File: src/logic/cap_sense_pkg.sv
package cap_sense_pkg;
    localparam int unsigned addr_width = 4;
    // byte offsets
    localparam logic [addr_width-1:0] ctrl0_offset = 4'h0;
    localparam logic [addr_width-1:0] t1ctrl_offset = 4'h4;
    localparam logic [addr_width-1:0] t0count_offset = 4'h8;
    localparam logic [addr_width-1:0] t1count_offset = 4'hC;
    // status and mask share one word, status in byte 2 and mask in byte 3
    localparam logic [addr_width-1:0] status_offset_hi = 4'h0;
    // cap_sense_control0 fields
    localparam int unsigned sense_to_timer0_select_bit = 0;
    localparam int unsigned timer0_clock_source_select_bit = 1;
    localparam int unsigned mask_lo_bit = 8;
    // timer1_control_register fields
    localparam int unsigned timer1_run_bit_pos = 0;
    localparam int unsigned timer1_gate_enable_pos = 1;
    localparam int unsigned timer1_gate_toggle_pos = 2;
    localparam int unsigned timer1_clock_source_lo = 6;
    localparam logic [1:0] timer1_source_cap_sense = 2'h3;
    localparam logic [31:0] ctrl0_reset = 32'h0000_0000;
    localparam logic [31:0] t1ctrl_reset = 32'h0000_0000;
    localparam int unsigned timer_width_default = 16;
    localparam int unsigned timer0_width_default = 8;
    localparam int unsigned event_count = 3;
    // status bits
    localparam int unsigned ev_t0_overflow = 0;
    localparam int unsigned ev_t1_overflow = 1;
    localparam int unsigned ev_window_close = 2;
    localparam int unsigned status_pos = 16;
    localparam int unsigned int_mask_pos = 24;
endpackage

File: src/logic/cap_sense_timer_base.sv
// Design decisions made here: the Avalon-MM interface to the registers and the register offsets.
`timescale 1ns/1ps
// Overview of operation
// - t0 sense select with t0 source clear
// - t1 source field 11 selects sense
// - t1 off, free, or gated by enable
// - one count per sense oscillator cycle
module cap_sense_timer_base
    import cap_sense_pkg::*;
#(
    parameter int unsigned timer_width = cap_sense_pkg::timer_width_default,
    parameter int unsigned timer0_width = cap_sense_pkg::timer0_width_default
) (
    input wire logic sys_clk_i,
    input wire logic rst_i,
    input wire logic sense_osc_i,
    input wire logic timer0_other_tick_i,
    input wire logic timer1_other_tick_i,
    input wire logic timer1_gate_i,
    input wire logic [cap_sense_pkg::addr_width-1:0] avs_address_i,
    input wire logic avs_read_i,
    input wire logic avs_write_i,
    input wire logic [31:0] avs_writedata_i,
    input wire logic [3:0] avs_byteenable_i,
    output logic [31:0] avs_readdata_o,
    output logic avs_waitrequest_o,
    output logic irq_o
);
    import cap_sense_pkg::*;

    logic [31:0] ctrl0_q;
    logic [31:0] t1ctrl_q;
    logic [event_count-1:0] status_q;
    logic [event_count-1:0] mask_q;
    logic sense_q;
    logic gate_ff_q;
    logic [31:0] readdata_q;
    logic ack_q;
    logic sense_rise;
    logic t0_sense;
    logic t1_sense;
    logic t0_tick;
    logic t1_tick;
    logic t1_run;
    logic t1_gate_en;
    logic t1_toggle;
    logic t1_count_en;
    logic gate_event;
    logic [timer0_width-1:0] t0_count;
    logic [timer_width-1:0] t1_count;
    logic t0_ovf;
    logic t1_ovf;
    logic window_close;
    logic bus_wr;
    logic [event_count-1:0] ev;

    function automatic logic [31:0] merge(input logic [31:0] old, input logic [31:0] nw, input logic [3:0] be);
        logic [31:0] r;
        r = old;
        for (int i = 0; i < 4; i++) begin
            if (be[i]) begin
                r[i*8 +: 8] = nw[i*8 +: 8];
            end
        end
        return r;
    endfunction

    // input sampled synchronous; edge counted once per oscillator cycle
    always_ff @(posedge sys_clk_i or posedge rst_i) begin
        if (rst_i) begin
            sense_q <= 1'b0;
        end else begin
            sense_q <= sense_osc_i;
        end
    end
    assign sense_rise = sense_osc_i && !sense_q;

    assign t0_sense = ctrl0_q[sense_to_timer0_select_bit] && !ctrl0_q[timer0_clock_source_select_bit];
    assign t1_sense = t1ctrl_q[timer1_clock_source_lo +: 2] == timer1_source_cap_sense;
    assign t0_tick = t0_sense ? sense_rise : timer0_other_tick_i;
    assign t1_run = t1ctrl_q[timer1_run_bit_pos];
    assign t1_gate_en = t1ctrl_q[timer1_gate_enable_pos];
    assign t1_toggle = t1ctrl_q[timer1_gate_toggle_pos];

    // gate source is t0 overflow or the external gate pin
    assign gate_event = t1_toggle ? t0_ovf : timer1_gate_i;

    // run bit clear also clears the gate flip-flop
    always_ff @(posedge sys_clk_i or posedge rst_i) begin
        if (rst_i) begin
            gate_ff_q <= 1'b0;
        end else if (!t1_run) begin
            gate_ff_q <= 1'b0;
        end else if (t1_toggle && gate_event) begin
            gate_ff_q <= !gate_ff_q;
        end
    end

    assign t1_count_en = t1_run && (!t1_gate_en || (t1_toggle ? gate_ff_q : timer1_gate_i));
    assign t1_tick = t1_count_en && (t1_sense ? sense_rise : timer1_other_tick_i);
    assign window_close = t1_run && t1_gate_en && t1_toggle && gate_ff_q && t0_ovf;

    assign bus_wr = avs_write_i && !ack_q;

    sense_edge_counter #(.width(timer0_width)) u_t0 (
        .sys_clk_i(sys_clk_i),
        .rst_i(rst_i),
        .tick_i(t0_tick),
        .load_i(bus_wr && avs_address_i == t0count_offset),
        .load_value_i(avs_writedata_i[timer0_width-1:0]),
        .count_o(t0_count),
        .overflow_o(t0_ovf)
    );

    // software clears the counter at window start by writing zero
    sense_edge_counter #(.width(timer_width)) u_t1 (
        .sys_clk_i(sys_clk_i),
        .rst_i(rst_i),
        .tick_i(t1_tick),
        .load_i(bus_wr && avs_address_i == t1count_offset),
        .load_value_i(avs_writedata_i[timer_width-1:0]),
        .count_o(t1_count),
        .overflow_o(t1_ovf)
    );

    // one wait cycle per access keeps read data registered
    assign avs_waitrequest_o = (avs_read_i || avs_write_i) && !ack_q;

    always_ff @(posedge sys_clk_i or posedge rst_i) begin
        if (rst_i) begin
            ack_q <= 1'b0;
        end else begin
            ack_q <= (avs_read_i || avs_write_i) && !ack_q;
        end
    end

    always_ff @(posedge sys_clk_i or posedge rst_i) begin
        if (rst_i) begin
            ctrl0_q <= ctrl0_reset;
            t1ctrl_q <= t1ctrl_reset;
            mask_q <= '0;
        end else if (bus_wr) begin
            case (avs_address_i)
                ctrl0_offset: begin
                    ctrl0_q <= merge(ctrl0_q, avs_writedata_i, avs_byteenable_i) & 32'h0000_0003;
                    if (avs_byteenable_i[3]) begin
                        mask_q <= avs_writedata_i[int_mask_pos +: event_count];
                    end
                end
                t1ctrl_offset: t1ctrl_q <= merge(t1ctrl_q, avs_writedata_i, avs_byteenable_i) & 32'h0000_00C7;
                default: begin
                end
            endcase
        end
    end

    assign ev[ev_t0_overflow] = t0_ovf;
    assign ev[ev_t1_overflow] = t1_ovf;
    assign ev[ev_window_close] = window_close;

    // set wins over write-one-to-clear
    always_ff @(posedge sys_clk_i or posedge rst_i) begin
        if (rst_i) begin
            status_q <= '0;
        end else begin
            for (int i = 0; i < event_count; i++) begin
                if (ev[i]) begin
                    status_q[i] <= 1'b1;
                end else if (bus_wr && avs_address_i == ctrl0_offset && avs_byteenable_i[2]
                             && avs_writedata_i[status_pos + i]) begin
                    status_q[i] <= 1'b0;
                end
            end
        end
    end

    always_ff @(posedge sys_clk_i or posedge rst_i) begin
        if (rst_i) begin
            irq_o <= 1'b0;
        end else begin
            irq_o <= |(status_q & mask_q);
        end
    end

    always_ff @(posedge sys_clk_i or posedge rst_i) begin
        if (rst_i) begin
            readdata_q <= 32'h0000_0000;
        end else if (avs_read_i && !ack_q) begin
            case (avs_address_i)
                ctrl0_offset: begin
                    readdata_q <= ctrl0_q;
                    readdata_q[status_pos +: event_count] <= status_q;
                    readdata_q[int_mask_pos +: event_count] <= mask_q;
                end
                t1ctrl_offset: readdata_q <= t1ctrl_q | {28'h0, gate_ff_q, 3'h0};
                t0count_offset: readdata_q <= 32'(t0_count);
                t1count_offset: readdata_q <= 32'(t1_count);
                default: readdata_q <= 32'h0000_0000;
            endcase
        end
    end
    assign avs_readdata_o = readdata_q;
endmodule

File: src/logic/sense_edge_counter.sv
`timescale 1ns/1ps
module sense_edge_counter #(
    parameter int unsigned width = 16
) (
    input wire logic sys_clk_i,
    input wire logic rst_i,
    input wire logic tick_i,
    input wire logic load_i,
    input wire logic [width-1:0] load_value_i,
    output logic [width-1:0] count_o,
    output logic overflow_o
);
    always_ff @(posedge sys_clk_i or posedge rst_i) begin
        if (rst_i) begin
            count_o <= '0;
        end else if (load_i) begin
            count_o <= load_value_i;
        end else if (tick_i) begin
            count_o <= count_o + 1'b1;
        end
    end

    assign overflow_o = tick_i && !load_i && (&count_o);
endmodule

File: config.mk
export PLATFORM = sky130hd
export DESIGN_NAME = cap_sense_timer_base
export DESIGN_NICKNAME = d
export VERILOG_FILES = /design/src/logic/cap_sense_pkg.sv /design/src/logic/cap_sense_timer_base.sv /design/src/logic/sense_edge_counter.sv
export SDC_FILE = /design/constraint.sdc
export NUM_CORES = 1
export LEC_CHECK = 0
export BUFFER_PORTS_ARGS = -buffer_cell sky130_fd_sc_hd__clkbuf_2
export CORE_MARGIN = 2
export CORE_UTILIZATION = 55
export CTS_BUF_LIST = sky130_fd_sc_hd__clkbuf_4 sky130_fd_sc_hd__clkbuf_8
export DETAILED_ROUTE_END_ITERATION = 16
export PLACE_DENSITY = 0.8
export SETUP_SLACK_MARGIN = 0.1
export SLEW_MARGIN = 20
export SYNTH_ARGS = -nofsm -noshare
export SYNTH_HDL_FRONTEND = slang
export SYNTH_SLANG_ARGS = --single-unit
File: constraint.sdc
create_clock -name sys_clk_i -period 2.5 [get_ports sys_clk_i]
set_clock_uncertainty 0.1 [all_clocks]
set_input_delay 0.5 -clock sys_clk_i [delete_from_list [all_inputs] [get_ports sys_clk_i]]
set_output_delay 0.5 -clock sys_clk_i [all_outputs]
set_load 0.05 [all_outputs]
Yosys cells after proc, flatten, opt, wreduce, memory -nomap -nowiden:

Index checks and enable logic that the tools add are counted.

* logic and storage cells: 83
* register bits after elaboration: 73
* output and inout bits: 34

* bitwise logic cells: 2
* reduce and logical (&&, ||, !) cells: 44
* add/sub/neg operators: 2
* equality and inequality tests: 5
* multiplexer cells: 17

Operator list (number)
* case mux 27 bit (4 select lines): 1
* two-way mux 16 bit: 2
* logical AND 1 bit: 23
* adder 16 x 1 -> 16 bit (second input constant): 1
* two-way mux 8 bit: 2
* AND reduction 16 bit: 1
* two-way mux 1 bit: 12
* nonzero test 2 bit: 5
* AND reduction 3 bit: 3
* adder 8 x 1 -> 8 bit (second input constant): 1
* equality test 4 bit (second input constant): 2
* OR 8 x 4 -> 8 bit: 1
* AND reduction 8 bit: 1
* logical NOT 1 bit: 7
* equality test 4 x 3 -> 1 bit (second input constant): 1
* logical NOT 4 bit: 1
* AND 3 bit: 1
* OR reduction 3 bit: 1
* equality test 2 bit (second input constant): 1
* logical OR 1 bit: 2
* != test 2 x 1 -> 1 bit (second input constant): 1

Logic depth before layout (Yosys ltp):

* word-level depth: 10
* mapped depth: 6
* mapped depth without buffers: 6

Hierarchy:

A second synthesis with hierarchy kept.

* cells, all modules: 312
* area total of the unflattened synthesis: 3273.1 µm²

Modules (own cells, without submodules)
* cap_sense_timer_base: times used 1, area each 1810.5 µm², cells an instance 149
* sense_edge_counter at u_t1: times used 1, area each 1039.7 µm², cells an instance 116
* sense_edge_counter at u_t0: times used 1, area each 422.9 µm², cells an instance 47

Worst setup path after synthesis:

OpenSTA, ideal clock, no wires.

* kind: input to register
* from: in avs_address_i[1] (netlist bit)
* to: reg t1ctrl_q[0]
* library setup time: 125 ps
* stages: 3
* path slack: 577 ps
* arrival time: 1699 ps
* data required time: 2275 ps
* path through: or4b_4 -> nor2_1 -> mux2_2

* cells in the longest elaborated chain, start to end: 2

RTL lines
* start, declared: line cap_sense_timer_base.sv:20 `input wire logic [cap_sense_pkg::addr_width-1:0] avs_address_i,`
* equality test 4 x 3 -> 1 bit: line cap_sense_timer_base.sv:143 `case (avs_address_i)`
* AND reduction 3 bit (no line)
* end signal, assigned: line cap_sense_timer_base.sv:140 `t1ctrl_q <= t1ctrl_reset;`
* end signal, assigned: line cap_sense_timer_base.sv:150 `t1ctrl_offset: t1ctrl_q <= merge(t1ctrl_q, avs_writedata_i, avs_byteenable_i) & 32'h0000_00C7;`
* end, declared: line cap_sense_timer_base.sv:32 `logic [31:0] t1ctrl_q;`

No other way between the ends.
A chain may end at the register's enable or synchronous reset.

Worst setup path after layout:

* from: reg u_t0.count_o[1]
* to: reg gate_ff_q

* cells in the longest elaborated chain, start to end: 5

RTL lines
* start, declared: line sense_edge_counter.sv:10 `output logic [width-1:0] count_o,`
* start signal, assigned: line sense_edge_counter.sv:17 `count_o <= load_value_i;`
* start signal, assigned: line sense_edge_counter.sv:19 `count_o <= count_o + 1'b1;`
* AND reduction 8 bit: line sense_edge_counter.sv:23 `assign overflow_o = tick_i && !load_i && (&count_o);`
* logical AND 1 bit: line sense_edge_counter.sv:23
* two-way mux 1 bit: line cap_sense_timer_base.sv:86 `assign gate_event = t1_toggle ? t0_ovf : timer1_gate_i;`
* logical AND 1 bit: line cap_sense_timer_base.sv:94 `end else if (t1_toggle && gate_event) begin`
* != test 2 x 1 -> 1 bit (no line)
* end signal, assigned: line cap_sense_timer_base.sv:95 `gate_ff_q <= !gate_ff_q;`
* end, declared: line cap_sense_timer_base.sv:36 `logic gate_ff_q;`

No other way between the ends.

==> run summary <==
Status -> finished, final reports clean
Clk_lat worst skew -> 340 ps
Synthesis Warnings -> 0
Async set-reset flop share out of synthesis -> 100%
Die width -> 79.6 µm
FMAX -> 489 MHz
Syn-to-layout area delta -> 20.7%
Arrival @ worst endpoint -> 2170 ps
Number of flops mapped to enable cells by yosys -> 0
Register area -> 1580 µm²
CTS buffer count -> 9
CTS H-tree lvls -> 3
Final Critical Period -> 2040 ps
CTS max path bufs -> 2
CTS tree -> yes
Syn Inst Count -> 301
Commonest non-fill, non-tap cell in the layout -> dfrtp_1
Largest net degree at the start of global routing -> 40
Maximum vdd drop -> 455 µV
Final cell count without fillers -> 447
Initial antenna violation count -> 0
# Max-Cap Violations -> 0
Final Hold Vio Count -> 0
Tcrit/Tclk final -> 81.8%
Share of cells above drive strength 1 -> 29.6%
Post-CTS resize count -> 0
GRT Resource Usage Total -> 24.9%
PD cells -> 885 nW/µm²
Slew of the pin with the lowest slew margin -> 764 ps
CTS Hold Buffers Added -> 0
Final slew viol count -> 0
Syn_area_per_cell -> 10.5 µm²
Nets -> 420
Reg2reg end -> gate_ff_q
First-pass GRT wire length -> 11.9 mm
Ys flop type -> dfrtp_1
DP Cell Count -> 431
Relative slew slack -> 48.6%
Flop-to-flop setup slack -> 460 ps
Crit path launch type -> flop
Clk slew on worst S/H paths -> 70 ps
Die area -> 6340 µm²
CTS sink cnt -> 63
Root buffer cell -> clkbuf_8
DRT iter0 DRCs -> 132
Metal1 wirelength -> 3.16 mm
Most frequent cells in the layout -> 63 x dfrtp_1, 60 x clkbuf_2, 46 x nand2_1, 28 x o21ai_0, 17 x a22o_1
Crit Path Max Fanout -> 4
IO Count -> 82
DR vias -> 2499
Routed WL -> 7.19 mm
IO Port Bufs -> 60
CORE AREA -> 5510 µm²
Vias per inst -> 5.59
Fill count -> 419
Leak pwr -> 1.75 nW
Vias in the first global route -> 2439
Initial Util -> 57.1%
Routed Antenna Nets -> 0
CP Class -> reg2reg
Worst setup EP type -> flop
Final total negative setup slack -> 0 ps
Dpl hpwl -> 5.26 mm
Register area share after synthesis -> 50.1%
Critical Path RT -> 2630 ps
Worst hold path class -> in2async
Routed length on met2 -> 3.44 mm
Post-CTS Setup Repair Bufs -> 0
Gpl congestion -> 0.901
RSZ-0062 raised after global routing -> no
Post-synthesis cell area -> 3150 µm²
Unique masters post-synth -> 47
Number of detailed-route iterations in the first pass -> 5
R2r startpoint -> u_t0.count_o[1]
Yosys reg bits -> 63
DRC viols -> 0
Final Util -> 69.0%
R2R cell count -> 5
Setup-failing EPs final -> 0
Area of the multi-input gates -> 1470 µm²
Routed len/inst -> 16.1 µm
WL met3 -> 404 µm
Die Ht -> 79.6 µm
Grt ovf -> 0
Top layer in use -> met4
FP Rows -> 27
Antenna cells -> 0
-- final cells by class --
cell class | instances | area share (%)
clock inverter | 7 | 3.82
sequential | 63 | 41.5
clock buffer | 9 | 3.26
inverter | 4 | 0.395
multi-input combinational | 224 | 38.8
tap | 72 | 2.37
timing repair buffer | 68 | 9.82
-- routing by layer --
| layer | up-vias | GRT usage [%] |
|---|---|---|
| met4 | 0 | 11.9 |
| met2 | 98 | 40.4 |
| met5 | - | 0 |
| met1 | 1185 | 33.2 |
| met3 | 20 | 3.28 |
| li1 | 1196 | - |
-- state kept, by name (all words and copies together) (netlist names) --
signal          cells
ack_q               1
ctrl0_q             2
irq_o               1
u_t0.count_o        8
t1ctrl_q            5
gate_ff_q           1
status_q            3
avs_readdata_o     22
u_t1.count_o       16
sense_q             1
mask_q              3
-- per-stage QoR --
step	instance area, µm²	power, mW	setup WS (ps)	hold slack, ps
after floorplan	3180	1.95	330	370
after global placement	3530	2.14	353	343
after detailed placement	3530	2.17	303	363
after CTS	3800	3.36	508	108
after global routing	3800	3.52	348	140
final	3800	3.36	455	86.4
-- worst max-delay path: stages (launching register included) --
cell and delay, ps:
dfrtp_1 420, ha_1 230, inv_1 90, nor4_1 690, a21boi_0 190, o21a_1 210
-- cell usage after synthesis, types with 2 or more instances --
| master | number | area share, % |
|---|---|---|
| a22o_1 | 17 | 4.7 |
| nand2b_1 | 3 | 0.60 |
| ha_1 | 2 | 0.80 |
| xor2_1 | 10 | 2.8 |
| o21ai_0 | 28 | 4.5 |
| nand3_1 | 13 | 2.1 |
| a22oi_1 | 5 | 1.2 |
| a211oi_1 | 2 | 0.48 |
| mux4_2 | 2 | 1.4 |
| inv_1 | 4 | 0.48 |
| mux2i_1 | 5 | 1.6 |
| nor2_1 | 12 | 1.4 |
| clkbuf_1 | 3 | 0.36 |
| buf_2 | 5 | 0.80 |
| nand4_1 | 5 | 0.99 |
| dfrtp_1 | 63 | 50 |
| nor3_1 | 8 | 1.3 |
| buf_4 | 10 | 2.4 |
| and2_1 | 2 | 0.40 |
| nand2_1 | 46 | 5.5 |
| o21ai_1 | 2 | 0.32 |
| xnor2_1 | 12 | 3.3 |
| mux2_2 | 14 | 5.0 |
| and3_1 | 5 | 0.99 |
-- kinds of logic (layout without fill, tap and decap cells) --
group,after synthesis,in the layout,synth area share [%]
buffers and inverters,23,88,4.18
flip-flops,63,63,50.1
AO/OA/AOI/OAI,65,65,14.3
other,1,10,0.119
adder cells (fa/ha/maj),2,2,0.795
multiplexers,21,21,8.03
XOR/XNOR,22,22,6.13
AND/OR/NAND/NOR,104,104,16.3
-- report_power, final --
group / switching (mW) / internal, mW / leakage (nW)
Sequential: 0.263 / 1.22 / 0.825
Combinational: 0.398 / 0.304 / 0.791
Clock: 0.416 / 0.766 / 0.130
-- worst max path at each step --
stage / start / endpoint / cells after the start
after floorplan: rst_i / ack_q / 1
after global placement: avs_address_i[1] / t1ctrl_q[0] / 4
after detailed placement: avs_address_i[1] / t1ctrl_q[0] / 4
after CTS: ack_q / t1ctrl_q[0] / 3
after global routing: u_t0.count_o[1] / gate_ff_q / 5
final: u_t0.count_o[1] / gate_ff_q / 5
Note: power is estimated with default switching activity, not from simulation.
